[config.mk]
export PLATFORM = sky130hd
export DESIGN_NAME = urg_regs
export DESIGN_NICKNAME = d
export VERILOG_FILES = /design/src/rtl/urg_pin_port.v /design/src/rtl/urg_regs.v
export VERILOG_INCLUDE_DIRS = /design/src /design/src/common
export SDC_FILE = /design/constraint.sdc
export NUM_CORES = 1
export LEC_CHECK = 0
export ABC_AREA = 1
export ABC_CLOCK_PERIOD_IN_PS = 3270
export BUFFER_PORTS_ARGS = -buffer_cell sky130_fd_sc_hd__buf_4
export CAP_MARGIN = 10
export CORE_MARGIN = 4
export CORE_UTILIZATION = 50
export DETAILED_ROUTE_END_ITERATION = 8
export PLACE_DENSITY = 0.78
export REMOVE_ABC_BUFFERS = 1
export SYNTH_ARGS = -nofsm -noshare
export SYNTH_HDL_FRONTEND = slang
export SYNTH_HIERARCHICAL = 1
export SYNTH_SLANG_ARGS = --single-unit
[constraint.sdc]
create_clock -name MCLK -period 3.27 [get_ports MCLK]
set_input_delay 0.654 -clock MCLK [delete_from_list [all_inputs] [get_ports MCLK]]
set_output_delay 0.654 -clock MCLK [all_outputs]
set_load 0.02 [all_outputs]
[src/common/urg_consts.vh]
// Register offsets, field positions and reset values of the UART support register block.
// What this block does
// - Carrier status bit inverts pin, loopback uses bit3
// - Scratch byte, resets to all ones
// - Flow thresholds replace modem status when selected
// - Halt level is low nibble times four
// - Resume level is high nibble times four
// - Offset seven shows trigger levels or scratch
// - Transmit trigger low nibble times four, legacy fallback
// - Receive trigger high nibble times four, legacy fallback
// - Timeout interrupt needs one byte and idle line
// - Free transmit spaces counter, 64 when empty
// - Receive fill counter, 64 when full
// - Direction bit one makes pin output
// - State read returns pins, write drives outputs
// - Pin enables ignored for modem upper pins
// - Software reset bit resets device, self clears
// - Select bit makes upper pins modem signals
// - Unlatched change interrupt clears on read or return
// - Latched change holds level until state read
// - Infrared bit picks 3/16 or 1/4 pulse
// - Loopback active while modem control bit four set
`ifndef URG_CONSTS_VH
`define URG_CONSTS_VH
`define URG_OFS_MODEM_CTRL     4'h4
`define URG_OFS_MODEM_STATUS   4'h6
`define URG_OFS_SCRATCH        4'h7
`define URG_OFS_TX_SPACE       4'h8
`define URG_OFS_RX_FILL        4'h9
`define URG_OFS_PIN_DIR        4'hA
`define URG_OFS_PIN_STATE      4'hB
`define URG_OFS_PIN_IRQ_EN     4'hC
`define URG_OFS_PIN_CTRL       4'hE
`define URG_OFS_EXTRA_CTRL     4'hF
`define URG_OFS_ENH_FEATURE    4'h2
`define URG_SCRATCH_RESET      8'hFF
`define URG_BYTE_ZERO          8'h00
`define URG_MCR_SUBSEL_BIT     2
`define URG_MCR_CARRIER_BIT    3
`define URG_MCR_LOOP_BIT       4
`define URG_EFR_ENH_BIT        4
`define URG_PCTL_LATCH_BIT     0
`define URG_PCTL_MODEM_BIT     1
`define URG_PCTL_SWRST_BIT     3
`define URG_EXTRA_FEATURE_CONTROL_IR_BIT        7
`define URG_FIFO_DEPTH         7'h40
`define URG_IRQ_TX_BIT         0
`define URG_IRQ_RX_BIT         1
`define URG_IRQ_TO_BIT         2
`define URG_IRQ_PIN_BIT        3
`endif

[src/rtl/urg_pin_port.v]
// General-purpose pin port with change detection and optional latching.
`timescale 1ns/1ps
`default_nettype none
module urg_pin_port #(
    parameter WIDTH = 8
) (
    input  wire             clk,
    input  wire             rst_n,
    input  wire             soft_rst,
    input  wire [WIDTH-1:0] pin_sync,
    input  wire [WIDTH-1:0] dir,
    input  wire [WIDTH-1:0] irq_en,
    input  wire             latch_on,
    input  wire             modem_sel,
    input  wire             state_wr,
    input  wire [WIDTH-1:0] wdata,
    input  wire             state_rd,
    output reg  [WIDTH-1:0] out_reg,
    output wire [WIDTH-1:0] state_view,
    output wire             irq
);
    reg  [WIDTH-1:0] ref_reg;
    reg  [WIDTH-1:0] cap_reg;
    reg  [WIDTH-1:0] pend_reg;
    wire [WIDTH-1:0] is_in   = ~dir;
    wire [WIDTH-1:0] changed = (pin_sync ^ ref_reg) & is_in;
    // A latched bit ignores further edges until it is read, so a return keeps the capture.
    wire [WIDTH-1:0] new_chg = changed & ~pend_reg;
    wire [WIDTH-1:0] en_mask = modem_sel ? {4'h0, irq_en[3:0]} : irq_en;

    // Latched inputs show the captured level; unlatched inputs show the live pin.
    assign state_view = (dir & out_reg) | (is_in & (latch_on ? cap_reg : pin_sync));
    assign irq = |(pend_reg & en_mask);

    always @(posedge clk or negedge rst_n) begin
        if (!rst_n) begin
            out_reg  <= {WIDTH{1'b0}};
            ref_reg  <= {WIDTH{1'b0}};
            cap_reg  <= {WIDTH{1'b0}};
            pend_reg <= {WIDTH{1'b0}};
        end else if (soft_rst) begin
            out_reg  <= {WIDTH{1'b0}};
            ref_reg  <= pin_sync;
            cap_reg  <= pin_sync;
            pend_reg <= {WIDTH{1'b0}};
        end else begin
            if (state_wr)
                out_reg <= wdata;
            if (latch_on) begin
                // A new change in the read cycle still sets the flag.
                pend_reg <= (state_rd ? {WIDTH{1'b0}} : pend_reg) | new_chg;
                cap_reg  <= state_rd ? pin_sync :
                            ((cap_reg & ~new_chg) | (pin_sync & new_chg));
                ref_reg  <= state_rd ? pin_sync :
                            ((ref_reg & ~new_chg) | (pin_sync & new_chg));
            end else begin
                // The reference moves only at a read, so a return to it clears the flag.
                pend_reg <= changed;
                cap_reg  <= pin_sync;
                if (state_rd)
                    ref_reg <= pin_sync;
            end
        end
    end
endmodule
`default_nettype wire

[src/rtl/urg_regs.v]
// UART support registers: thresholds, trigger levels, counters, scratch, modem status and pins.
`timescale 1ns/1ps
`default_nettype none
`include "urg_consts.vh"
module urg_regs #(
    parameter DEPTH = 64
) (
    input  wire       MCLK,
    input  wire       RESETN,
    input  wire       REG_WR,
    input  wire       REG_RD,
    input  wire [3:0] REG_ADDR,
    input  wire [7:0] REG_WDATA,
    output reg  [7:0] REG_RDATA,
    input  wire [6:0] TX_FIFO_COUNT,
    input  wire [6:0] RX_FIFO_COUNT,
    input  wire [1:0] LEGACY_TX_TRIG,
    input  wire [1:0] LEGACY_RX_TRIG,
    input  wire       RX_LINE_IDLE,
    input  wire       AUTO_RTS_EN,
    input  wire       SW_FLOW_EN,
    input  wire       CARRIER_DETECT_N,
    input  wire [7:0] GPIO_IN,
    output reg  [7:0] GPIO_OUT,
    output reg  [7:0] GPIO_OE,
    output reg        RTS_N,
    output reg        SEND_STOP_CHAR,
    output reg        SEND_RESUME_CHAR,
    output reg        IR_QUARTER_PULSE,
    output reg        UART_SOFT_RESET,
    output reg  [3:0] IRQ_STATUS,
    output reg        IRQ_N
);
    reg  [7:0] modem_control_reg;
    reg  [7:0] enhanced_feature_reg;
    reg  [7:0] scratch_byte_reg;
    reg  [7:0] flow_threshold_levels_reg;
    reg  [7:0] fifo_trigger_levels_reg;
    reg  [7:0] pin_direction_reg;
    reg  [7:0] pin_change_irq_enable_reg;
    reg  [7:0] pin_control_reg;
    reg  [7:0] extra_feature_control_reg;
    reg        soft_rst_reg;
    reg        halted_reg;
    reg        cd_meta_reg;
    reg        cd_sync_reg;
    reg  [7:0] gp_meta_reg;
    reg  [7:0] gp_sync_reg;
    reg  [7:0] rdata_next;
    wire [7:0] pin_out;
    wire [7:0] pin_view;
    wire       pin_irq;

    // Nibble times four, giving the level in characters.
    function [6:0] nib_level;
        input [3:0] nib;
        begin
            nib_level = {1'b0, nib, 2'b00};
        end
    endfunction

    // Legacy two-bit trigger selection mapped to a character count.
    function [6:0] legacy_level;
        input [1:0] sel;
        begin
            case (sel)
                2'h0:    legacy_level = 7'h08;
                2'h1:    legacy_level = 7'h10;
                2'h2:    legacy_level = 7'h20;
                default: legacy_level = 7'h38;
            endcase
        end
    endfunction

    wire       enh_on    = enhanced_feature_reg[`URG_EFR_ENH_BIT];
    wire       sub_sel   = modem_control_reg[`URG_MCR_SUBSEL_BIT];
    wire       alt_map   = enh_on & sub_sel;
    wire       loop_on   = modem_control_reg[`URG_MCR_LOOP_BIT];
    wire       modem_sel = pin_control_reg[`URG_PCTL_MODEM_BIT];
    localparam [31:0] depth_word = DEPTH;
    wire [6:0] tx_space  = depth_word[6:0] - TX_FIFO_COUNT;
    wire [6:0] halt_lvl  = nib_level(flow_threshold_levels_reg[3:0]);
    wire [6:0] resume_lvl = nib_level(flow_threshold_levels_reg[7:4]);
    wire [6:0] tx_trig = (fifo_trigger_levels_reg[3:0] == 4'h0) ?
                         legacy_level(LEGACY_TX_TRIG) :
                         nib_level(fifo_trigger_levels_reg[3:0]);
    wire [6:0] rx_trig = (fifo_trigger_levels_reg[7:4] == 4'h0) ?
                         legacy_level(LEGACY_RX_TRIG) :
                         nib_level(fifo_trigger_levels_reg[7:4]);
    // When the upper pins carry modem signals, carrier detect comes in on pin five.
    wire       cd_pin    = modem_sel ? gp_sync_reg[5] : cd_sync_reg;
    wire       cd_status = loop_on ? modem_control_reg[`URG_MCR_CARRIER_BIT] : ~cd_pin;
    wire       wr_ok     = REG_WR & ~soft_rst_reg;
    wire       rd_state  = REG_RD & (REG_ADDR == `URG_OFS_PIN_STATE);
    wire       stop_hit  = RX_FIFO_COUNT >= halt_lvl;
    wire       go_hit    = RX_FIFO_COUNT <= resume_lvl;

    urg_pin_port #(
        .WIDTH      (8)
    ) u_pins (
        .clk        (MCLK),
        .rst_n      (RESETN),
        .soft_rst   (soft_rst_reg),
        .pin_sync   (gp_sync_reg),
        .dir        (pin_direction_reg),
        .irq_en     (pin_change_irq_enable_reg),
        .latch_on   (pin_control_reg[`URG_PCTL_LATCH_BIT]),
        .modem_sel  (modem_sel),
        .state_wr   (wr_ok & (REG_ADDR == `URG_OFS_PIN_STATE)),
        .wdata      (REG_WDATA),
        .state_rd   (rd_state),
        .out_reg    (pin_out),
        .state_view (pin_view),
        .irq        (pin_irq)
    );

    always @(posedge MCLK or negedge RESETN) begin
        if (!RESETN) begin
            cd_meta_reg <= 1'b1;
            cd_sync_reg <= 1'b1;
            gp_meta_reg <= 8'h00;
            gp_sync_reg <= 8'h00;
        end else begin
            cd_meta_reg <= CARRIER_DETECT_N;
            cd_sync_reg <= cd_meta_reg;
            gp_meta_reg <= GPIO_IN;
            gp_sync_reg <= gp_meta_reg;
        end
    end

    always @* begin
        rdata_next = `URG_BYTE_ZERO;
        case (REG_ADDR)
            `URG_OFS_MODEM_CTRL:   rdata_next = modem_control_reg;
            `URG_OFS_ENH_FEATURE:  rdata_next = enhanced_feature_reg;
            `URG_OFS_MODEM_STATUS: rdata_next = alt_map ? flow_threshold_levels_reg :
                                                {cd_status, 7'h00};
            `URG_OFS_SCRATCH:      rdata_next = alt_map ? fifo_trigger_levels_reg :
                                                scratch_byte_reg;
            `URG_OFS_TX_SPACE:     rdata_next = {1'b0, tx_space};
            `URG_OFS_RX_FILL:      rdata_next = {1'b0, RX_FIFO_COUNT};
            `URG_OFS_PIN_DIR:      rdata_next = pin_direction_reg;
            `URG_OFS_PIN_STATE:    rdata_next = pin_view;
            `URG_OFS_PIN_IRQ_EN:   rdata_next = pin_change_irq_enable_reg;
            `URG_OFS_PIN_CTRL:     rdata_next = pin_control_reg;
            `URG_OFS_EXTRA_CTRL:   rdata_next = extra_feature_control_reg;
            default:               rdata_next = `URG_BYTE_ZERO;
        endcase
    end

    always @(posedge MCLK or negedge RESETN) begin
        if (!RESETN) begin
            modem_control_reg         <= 8'h00;
            enhanced_feature_reg      <= 8'h00;
            scratch_byte_reg          <= `URG_SCRATCH_RESET;
            flow_threshold_levels_reg <= 8'h00;
            fifo_trigger_levels_reg   <= 8'h00;
            pin_direction_reg         <= 8'h00;
            pin_change_irq_enable_reg <= 8'h00;
            pin_control_reg           <= 8'h00;
            extra_feature_control_reg <= 8'h00;
            soft_rst_reg              <= 1'b0;
        end else if (soft_rst_reg) begin
            // Scratch content is kept: only RESETN low restores all ones.
            modem_control_reg         <= 8'h00;
            enhanced_feature_reg      <= 8'h00;
            flow_threshold_levels_reg <= 8'h00;
            fifo_trigger_levels_reg   <= 8'h00;
            pin_direction_reg         <= 8'h00;
            pin_change_irq_enable_reg <= 8'h00;
            pin_control_reg           <= 8'h00;
            extra_feature_control_reg <= 8'h00;
            soft_rst_reg              <= 1'b0;
        end else if (wr_ok) begin
            case (REG_ADDR)
                `URG_OFS_MODEM_CTRL:   modem_control_reg <= enh_on ? REG_WDATA :
                    {modem_control_reg[7:5], REG_WDATA[4:3], modem_control_reg[2],
                     REG_WDATA[1:0]};
                `URG_OFS_ENH_FEATURE:  enhanced_feature_reg <= REG_WDATA;
                `URG_OFS_MODEM_STATUS: if (alt_map)
                    flow_threshold_levels_reg <= REG_WDATA;
                `URG_OFS_SCRATCH: begin
                    if (alt_map)
                        fifo_trigger_levels_reg <= REG_WDATA;
                    else
                        scratch_byte_reg <= REG_WDATA;
                end
                `URG_OFS_PIN_DIR:      pin_direction_reg <= REG_WDATA;
                `URG_OFS_PIN_IRQ_EN:   pin_change_irq_enable_reg <= REG_WDATA;
                `URG_OFS_PIN_CTRL: begin
                    pin_control_reg <= {4'h0, 1'b0, 1'b0, REG_WDATA[1:0]};
                    soft_rst_reg    <= REG_WDATA[`URG_PCTL_SWRST_BIT];
                end
                `URG_OFS_EXTRA_CTRL:   extra_feature_control_reg <= REG_WDATA;
                default: ;
            endcase
        end
    end

    always @(posedge MCLK or negedge RESETN) begin
        if (!RESETN) begin
            REG_RDATA        <= 8'h00;
            GPIO_OUT         <= 8'h00;
            GPIO_OE          <= 8'h00;
            RTS_N            <= 1'b0;
            halted_reg       <= 1'b0;
            SEND_STOP_CHAR   <= 1'b0;
            SEND_RESUME_CHAR <= 1'b0;
            IR_QUARTER_PULSE <= 1'b0;
            UART_SOFT_RESET  <= 1'b0;
            IRQ_STATUS       <= 4'h0;
            IRQ_N            <= 1'b1;
        end else begin
            if (REG_RD)
                REG_RDATA <= rdata_next;
            GPIO_OUT <= pin_out;
            GPIO_OE  <= modem_sel ? {4'h0, pin_direction_reg[3:0]} : pin_direction_reg;
            // Hysteresis between halt and resume keeps the stop state from chattering.
            if (stop_hit & ~halted_reg)
                halted_reg <= 1'b1;
            else if (go_hit & halted_reg & ~stop_hit)
                halted_reg <= 1'b0;
            RTS_N            <= AUTO_RTS_EN & halted_reg;
            SEND_STOP_CHAR   <= SW_FLOW_EN & stop_hit & ~halted_reg;
            SEND_RESUME_CHAR <= SW_FLOW_EN & go_hit & halted_reg & ~stop_hit;
            IR_QUARTER_PULSE <= extra_feature_control_reg[`URG_EXTRA_FEATURE_CONTROL_IR_BIT];
            UART_SOFT_RESET  <= soft_rst_reg;
            IRQ_STATUS[`URG_IRQ_TX_BIT]  <= tx_space >= tx_trig;
            IRQ_STATUS[`URG_IRQ_RX_BIT]  <= RX_FIFO_COUNT >= rx_trig;
            IRQ_STATUS[`URG_IRQ_TO_BIT]  <= (RX_FIFO_COUNT != 7'h00) & RX_LINE_IDLE;
            IRQ_STATUS[`URG_IRQ_PIN_BIT] <= pin_irq;
            IRQ_N <= ~((tx_space >= tx_trig) | (RX_FIFO_COUNT >= rx_trig) |
                       ((RX_FIFO_COUNT != 7'h00) & RX_LINE_IDLE) | pin_irq);
        end
    end
endmodule
`default_nettype wire
==> summary.md, run 1 <==
| Metric | Value |
|---|---|
| Power Dens Cells | 696 nW/um2 |
| GP Congestion | roughly 0.94 |
| WS Path Type | reg2reg |
| Nature of the critical path endpoint | flop |
| Die area | between 15,000 and 20,000 um2 |
| Leak pwr | 0.00464 uW |
| Arr. time, crit path | 2.50 ns |
| # fillers | approximately 1.3k |
| Crit path max fanout | 16 |
| Synth unique cells | 36 |
| Status | completed |
| Post-route setup slack | approximately 1.1 ns |
| RSZ-0062 raised after global routing | false |
| Clk_skew | 0.00719 ns |
| CTS buffer count | 17 |
| Syn Area/Cell | 8.04 um2 |
| Most common cell after layout, fill and taps aside | nand2_1 |
| Hpwl dp | 15,100 um |
| Largest net degree at the start of global routing | 75 |
| Hold Slack | 0.232 ns |
| Pre-CTS WS | 0.944 ns |
| Yosys top cell by area | dfrtp_1 |
| Register area share after synthesis | 49.7% |
| Cell row count | 45 |
| Final Setup Violations | 0 |
| CTS HTree Levels | 4 |
| Via/cell ratio | 5.41 |
| Max IR drop VDD | 0.545 mV |
| Final hold violations | 0 |
| Starting Density | 50.7% |
| Initial antenna violation count | 0 |
| DRC | 0 |
| Syn Std Cell Area | 7680 um2 |
| Area share of the largest cell type after synthesis | approximately 46% |
| Multi-input gate area | 3150 um2 |
| Total GRT Usage | around a quarter |
| Io pins | 80 |
| Drt first pass iters | 5 |
| Avg WL per Cell | ~16 um |
| Final ANT Viol Nets | 0 |
| Register Area | 3820 um2 |
| Vias in the first global route | 6,440 |
| Final wirelength | 20,200 um |
| Post_cts resized | 0 |
| Slew Limit Fails | 0 |
| Core area | 15,100 um2 |
| Port bufs | 79 |
| Fmax | 456 MHz |
| Gr ovfl total | 0 |
| Number of nets in the layout | 1,110 |
| Seq cells post-synth | 152 |
| Cells after Synth | 955 |
| DIE WIDTH | around 130 um |
| Cts-stage hold buffer count | 0 |
| Global-route wire length before repair | 33,200 um |
| Top post-synthesis cells by area | dfrtp_1 (46%), nand2_1 (12%), inv_1 (7.2%) |
| Die Span Y | 132 um |
| Hold WC Path Type | in2async |
| Max Buffers Root-to-Sink | 2 |
| Layout area overhead | 18.3% |
| Slew HR | 43.6% |
| # diodes | 0 |
| Final min period | about 2.2 ns |
| Root Buffer | clkbuf_16 |
| Clock slew at reported path FFs | about 0.060 ns |
| Worst Path Required | 3.58 ns |
| Vias | 6,714 |
| Starting DRT DRC Count | slightly above 600 |
| Fraction of layout cells with a size suffix above 1 | 16.5% |
| Syn. warnings | 6 |
| Clk_lat worst skew | 0.42 ns |
| Setup Buffers After CTS | 0 |
| Setup TNS | 0 ns |
| Finished Core Util | approximately 60% |
| Critical Path Source Type | flop |
| TritonCTS clock tree | built |
| Final Cycle Share | about two thirds |
| Max cap viols | 0 |
| Worst-Margin Slew | between 0.8 and 0.9 ns |
| CTS Sinks | ~150 |
| Most frequent cells in the layout | nand2_1 (253), inv_1 (147), dfrtp_1 (141) |
per-stage QoR:
| stage | area [um2] | power, uW | std cells |
|---|---|---|---|
| 2_1_floorplan | 7550 | 3610 | 934 |
| 3_3_place_gp | 8450 | 4160 | 1210 |
| 3_5_place_dp | 8450 | 4210 | 1210 |
| 4_1_cts | 9090 | 6340 | 1242 |
| 5_1_grt | 9090 | 6690 | 1242 |
| 6_report | 9090 | 6320 | 1242 |
worst max-delay path, cell delays in order, from the launching register on:
cell	delay, ns
dfrtp_1	0.81
inv_1	0.49
o21ai_2	0.36
mux2_2	0.40
final timing paths:
path                                      from                      endpoint  slack, ns  cells after the start
worst max register to register    soft_rst_reg  extra_feature_control_reg[7]       1.08                      3
worst min register to register  gp_meta_reg[4]                gp_sync_reg[4]       0.34                      0
worst max-delay path              soft_rst_reg  extra_feature_control_reg[7]       1.08                      3
worst min-delay path                    RESETN               UART_SOFT_RESET       0.23                      1
max in group asynchronous               RESETN                         IRQ_N       2.24                      2
min in group MCLK                   GPIO_IN[1]                gp_meta_reg[1]       0.33                      1
report_power, final:
group	switching [uW]	internal [uW]	leakage, uW	total, uW
Sequential	320	2360	0.00184	2680
Combinational	965	568	0.00249	1530
Clock	771	1340	0.000307	2110
synthesized netlist by cell type:
library cell and number:
nand2_1 253, inv_1 147, dfrtp_1 141, o21ai_0 90, nand3_1 74, nor2_1 73
a21oi_1 29, ha_1 23, o21ai_1 18, nand4_1 15, dfstp_2 11, o21ai_2 10
buf_2 9, mux2_2 9, nand2_2 6, buf_6 5, clkbuf_1 5, inv_2 5
nor3_1 4, o22ai_1 4, nor2_2 3, nor2_4 3, buf_4 2, nand3_2 2
nand3b_1 2, o21ai_4 2, a21boi_0 1, a22o_1 1, a31oi_4 1, and2_1 1
clkinv_1 1, inv_4 1, nor3_4 1, o31ai_4 1, or2_2 1, xor2_1 1
per-layer routing:
layer / vias up / part of all wire (%) / GRT usage, % / wire (um)
li1: 3214 / - / - / -
met1: 3195 / 44 / 34.1 / 9010
met2: 272 / 45 / 35.9 / 9090
met3: 33 / 8.2 / 6.22 / 1670
met4: 0 / 2.4 / 8.23 / 483
met5: - / 0 / 0 / 0
kinds of logic after synthesis:
group                      synth area share, %
and+or+nand+nor                           24.2
buffers and inverters                     9.32
AOI/OAI and AO/OA                         11.6
DFF                                       49.7
adders and majority gates                 3.75
muxes                                     1.32
xor gates and xnor gates                 0.114
cell type report:
type	instances	area share, %
sequential	152	42.0
clock inverter	10	1.83
timing repair buffer	88	7.31
inverter	154	6.39
multi-input combinational	628	34.7
tap	188	2.59
clock buffer	22	5.22
Power figures use the tool's default switching activity.
==> run 2, diff against run 1 <==
Settings changed: ABC_CLOCK_PERIOD_IN_PS 3270 to 2300.
Clock period 3.27 ns to 2.3 ns, I/O delays scaled along.
==> summary.md, run 2 (synthesized netlist as in run 1, its figures left out) <==
| Metric | Value |
|---|---|
| Vias in the first global route | approximately 6.3k |
| Hold WC Path Type | in2reg |
| Total power | just under 9000 uW |
| Slew Limit Fails | 0 |
| RSZ-0062 raised after global routing | false |
| Crit path max fanout | 19 |
| Clk_skew | 0.00851 ns |
| Setup TNS | 0 ns |
| Nature of the critical path endpoint | flop |
| Gr ovfl total | 0 |
| Worst-Margin Slew | between 0.7 and 0.8 ns |
| CTS HTree Levels | 4 |
| GP Congestion | 0.989 |
| Io pins | 80 |
| Root Buffer | clkbuf_16 |
| Cell row count | 45 |
| Core area | between 15,000 and 20,000 um2 |
| Slew HR | 47.6% |
| Switching Power | 2960 uW |
| Layout area overhead | 18.7% |
| Status | completed |
| Max IR drop VDD | 0.601 mV |
| Most common cell after layout, fill and taps aside | nand2_1 |
| Cts-stage hold buffer count | 1 |
| Hpwl dp | 15,200 um |
| Largest net degree at the start of global routing | 55 |
| TritonCTS clock tree | built |
| Internal | 5690 uW |
| Final ANT Viol Nets | 0 |
| Avg WL per Cell | 16.3 um |
| Clock slew at reported path FFs | 0.06 ns |
| Worst Path Required | 2.66 ns |
| Initial antenna violation count | 0 |
| Max Buffers Root-to-Sink | 2 |
| DRC | 0 |
| Register Area | between 3000 and 4000 um2 |
| Post-layout instance area | around 9100 um2 |
| Final hold violations | 0 |
| Port bufs | 79 |
| Drt first pass iters | 7 |
| Starting Density | between 50% and 60% |
| Pre-CTS WS | 0.171 ns |
| Gate power share | between 20% and 30% |
| # diodes | 0 |
| Total GRT Usage | 24.0% |
| Clock share of power | 30.3% |
| Final Cycle Share | 77.8% |
| DP Area | 8560 um2 |
| # fillers | between 1k and 1.5k |
| Critical Path Start | enhanced_feature_reg[4] |
| WS Path Type | reg2reg |
| Hold Slack | approximately 0.14 ns |
| Final wirelength | 20,400 um |
| Die area | 17,400 um2 |
| Final min period | 1.79 ns |
| Max cap viols | 0 |
| Fraction of layout cells with a size suffix above 1 | 17.4% |
| Multi-input gate area | 3150 um2 |
| Post_cts resized | 0 |
| Post-route setup slack | 0.511 ns |
| Starting DRT DRC Count | slightly below 800 |
| DIE WIDTH | 132 um |
| Most frequent cells in the layout | nand2_1 (253), inv_1 (147), dfrtp_1 (141) |
| Clk_lat worst skew | 0.43 ns |
| Leak pwr | 0.00468 uW |
| Flop pwr share | 43.9% |
| Power Dens Cells | between 900 and 1000 nW/um2 |
| Hold Startpoint | GPIO_IN[6] |
| Global-route wire length before repair | 32,800 um |
| Vias | 6,703 |
| Net Sw Frac | 34.2% |
| Fmax | around 560 MHz |
| Worst r2r src | enhanced_feature_reg[4] |
| CTS buffer count | 17 |
| Die Span Y | 132 um |
| Arr. time, crit path | roughly 2.1 ns |
| Via/cell ratio | 5.34 |
| Number of nets in the layout | 1,123 |
| Critical Path Source Type | flop |
| CTS Sinks | between 150 and 200 |
| Final Setup Violations | 0 |
| Setup Buffers After CTS | 0 |
## run 2: cell types whose count changed in the layout (fill, tap and decap cells not counted), moves of 2 or more
| cell | delta |
|---|---|
| buf_4 | +10 |
| clkinv_2 | +4 |
| bufinv_16 | -3 |
| buf_12 | +2 |
| clkbuf_8 | -2 |
## run 2: power by group through the flow
stage                     clock [uW]  combinational (uW)  sequential [uW]
after global routing            2770                2510             3880
after global placement             0                2120             3820
after detailed placement           0                2190             3830
final                           2630                2230             3800
after floorplan                    0                1290             3840
after CTS                       2660                2210             3790
## run 2: area by class of cell
| cell class | instances | share of cell area (%) |
|---|---|---|
| Clock buffer | 20 | 4.90 |
| Tap cell | 188 | 2.58 |
| Multi-Input combinational cell | 628 | 34.5 |
| Inverter | 154 | 6.36 |
| Sequential cell | 152 | 41.8 |
| Timing Repair Buffer | 101 | 8.65 |
| Clock inverter | 12 | 1.14 |
## run 2: critical path, stage by stage (launching register included)
cell,delay [ns]
dfrtp_1,0.47
nand2_1,0.14
buf_4,0.25
inv_1,0.18
a31oi_4,0.47
nand2_1,0.11
o21ai_1,0.09
## run 2: stage by stage
step	instances	utilization [%]
after floorplan	934	-
after global placement	1222	56.5
after detailed placement	1222	56.5
after CTS	1255	60.2
after global routing	1255	60.2
final	1255	60.2
## run 2: layer usage
metal	track usage, %	part of all wire (%)
met4	9.63	3.1
met1	34.2	44
met5	0	0
met3	5.19	8.9
met2	35.9	44
## run 2: worst paths after layout
kind | cells after the start | to | slack (ns)
setup / recovery | 6 | flow_threshold_levels_reg[3] | 0.51
hold / removal | 1 | gp_meta_reg[6] | 0.14
setup reg to reg | 6 | flow_threshold_levels_reg[3] | 0.51
hold reg to reg | 0 | gp_sync_reg[4] | 0.34
max in group asynchronous | 3 | IRQ_N | 1.01
min in group asynchronous | 2 | GPIO_OUT[1] | 0.55
==> run 3, diff against run 2 <==
Settings changed: ABC_CLOCK_PERIOD_IN_PS 2300 to 1640, PLACE_DENSITY 0.78 to 0.81.
Clock period 2.3 ns to 1.64 ns, I/O delays scaled along.
==> summary.md, run 3 (synthesized netlist as in run 1, its figures left out) <==
| Metric | Value |
|---|---|
| Max IR drop VDD | around 0.8 mV |
| Vias in the first global route | 6,855 |
| Detail Route met2 WL | 10,000 um |
| Crit-path cells | inv_1, nand4_1, nor2_1, nor2_1, ha_1, a21oi_2, o21ai_1, a21oi_1, o21ai_1, nor2_1 |
| Final ANT Viol Nets | 0 |
| TritonCTS clock tree | built |
| Root Buffer | clkbuf_16 |
| Slew HR | 68.7% |
| # diodes | 0 |
| Worst path max stage delay | 0.38 ns |
| Most common cell after layout, fill and taps aside | nand2_1 |
| Fmax | about 580 MHz |
| Pre-CTS WS | -0.255 ns |
| WS Path Type | reg2reg |
| Nature of the critical path endpoint | flop |
| Final wirelength | approximately 22,000 um |
| DIE WIDTH | 132 um |
| Final min period | 1.73 ns |
| Leak pwr | 0.00506 uW |
| DR WL met3 | between 1500 and 2000 um |
| GP Congestion | between 0.9 and 1 |
| DRC | 0 |
| Slew Limit Fails | 0 |
| Most frequent cells in the layout | nand2_1 (253), buf_4 (151), inv_1 (145) |
| Die area | 17,400 um2 |
| Die Span Y | about 130 um |
| Cell row count | 45 |
| Worst Path Required | 2.01 ns |
| Layout area overhead | 27.6% |
| Register Area | around 3800 um2 |
| Highest Signal Layer | met4 |
| Starting DRT DRC Count | 838 |
| Max Buffers Root-to-Sink | 2 |
| Avg WL per Cell | around 16 um |
| M1 WL | 9290 um |
| Final Cycle Share | 105% |
| # fillers | around 1.3k |
| Vias | 7,180 |
| RSZ-0062 raised after global routing | true |
| CP max-delay cell | dfrtp_1 |
| Multi-input gate area | 3170 um2 |
| Gr ovfl total | 0 |
| Most used cell along the critical path | nor2_1 |
| Initial antenna violation count | 0 |
| Hpwl dp | between 15,000 and 20,000 um |
| Total GRT Usage | 25.4% |
| Port bufs | 79 |
| Via/cell ratio | around 5.4 |
| Hold WC Path Type | in2reg |
| Fraction of layout cells with a size suffix above 1 | 22.7% |
| Bufs and invs on worst path | 1 |
| Failing checks | setup timing |
| Post-route setup slack | -0.0865 ns |
| CTS HTree Levels | 4 |
| Clk_skew | roughly 0.0098 ns |
| CTS buffer count | 17 |
| Clk_lat worst skew | 0.44 ns |
| CP delay by family, top | compound AO/OA/AOI/OAI gates |
| Critical Path Source Type | flop |
| Starting Density | between 50% and 60% |
| Number of nets in the layout | 1,193 |
| Final Setup Violations | 2 |
| Arr. time, crit path | 2.10 ns |
| Worst-Margin Slew | 0.469 ns |
| Global-route wire length before repair | 35,100 um |
| Power Dens Cells | 1310 nW/um2 |
| Clock slew at reported path FFs | ~0.060 ns |
| Final hold violations | 0 |
| Io pins | 80 |
| Largest net degree at the start of global routing | 42 |
| Finished Core Util | 64.7% |
| CTS Sinks | 152 |
| Status | complete, but fails checks |
| Crit path max fanout | 3 |
| Core area | 15,100 um2 |
| Reg2Reg Setup Slack | -0.09 ns |
| Max cap viols | 0 |
| Drt first pass iters | 5 |
-- run 3: cell count changes in the layout (fill, tap and decap cells not counted), moves of 5 or more --
cell           previous run  this run
buf_4                    97       151
o21ai_1                  18        24
clkinv_2                  5         0
o21ai_0                  90        84
inv_8                     0         5
dlygate4sd3_1             1        10
buf_12                    2         8
-- run 3: tightest hold or removal path: stages --
cell,delay [ns]
buf_4,0.08
nand2_1,0.04
inv_1,0.04
-- run 3: through the flow --
stage	area, um2	std cells	total power [uW]	hold slack [ns]	setup TNS [ns]
floorplan	7550	934	7200	0.0324	-2.29
global placement	9050	1277	8680	0.266	-0.487
detailed placement	9050	1277	8820	0.267	-1.55
CTS	9760	1322	12800	0.0677	-0.0431
global route	9800	1325	13600	0.0886	-0.493
finish	9800	1325	12900	0.0782	-0.145
-- run 3: where the power goes --
part           leakage (uW)  internal [uW]  switching, uW
clock              0.000288           2080           1800
combinational       0.00293           1520           2170
sequential          0.00184           4700            577
-- run 3: layout make-up --
class / instances / share of cell area (%)
inverter: 154 / 5.95
clock inverter: 14 / 1.52
sequential: 152 / 39.0
multi-input combinational: 628 / 32.3
clock buffer: 18 / 4.48
tap: 188 / 2.40
timing repair buffer: 170 / 14.3
timing repair inverter: 1 / 0.0638
-- run 3: path summary, 6_finish.rpt --
kind	depth (start not counted)	end	start
worst min register to register	0	gp_sync_reg[0]	gp_meta_reg[0]
worst max-delay path	10	IRQ_N	fifo_trigger_levels_reg[6]
max in group asynchronous	3	cd_sync_reg	RESETN
worst max register to register	10	IRQ_N	fifo_trigger_levels_reg[6]
worst min-delay path	3	RTS_N	AUTO_RTS_EN
min in group asynchronous	2	async pin	RESETN
-- run 3: repair_timing --
action,CTS,global route
hold buffers,10,0
hold endpoints to repair,41,0
setup endpoints to repair,2,12
gates resized for setup,4,13
cloned,0,1
pin swaps,2,11
setup buffers,3,2
-- run 3: routing by layer --
layer	up-vias	track usage, %
met4	0	9.45
met1	3388	34.7
met3	67	4.96
met2	350	40.4
li1	3375	-
met5	-	0
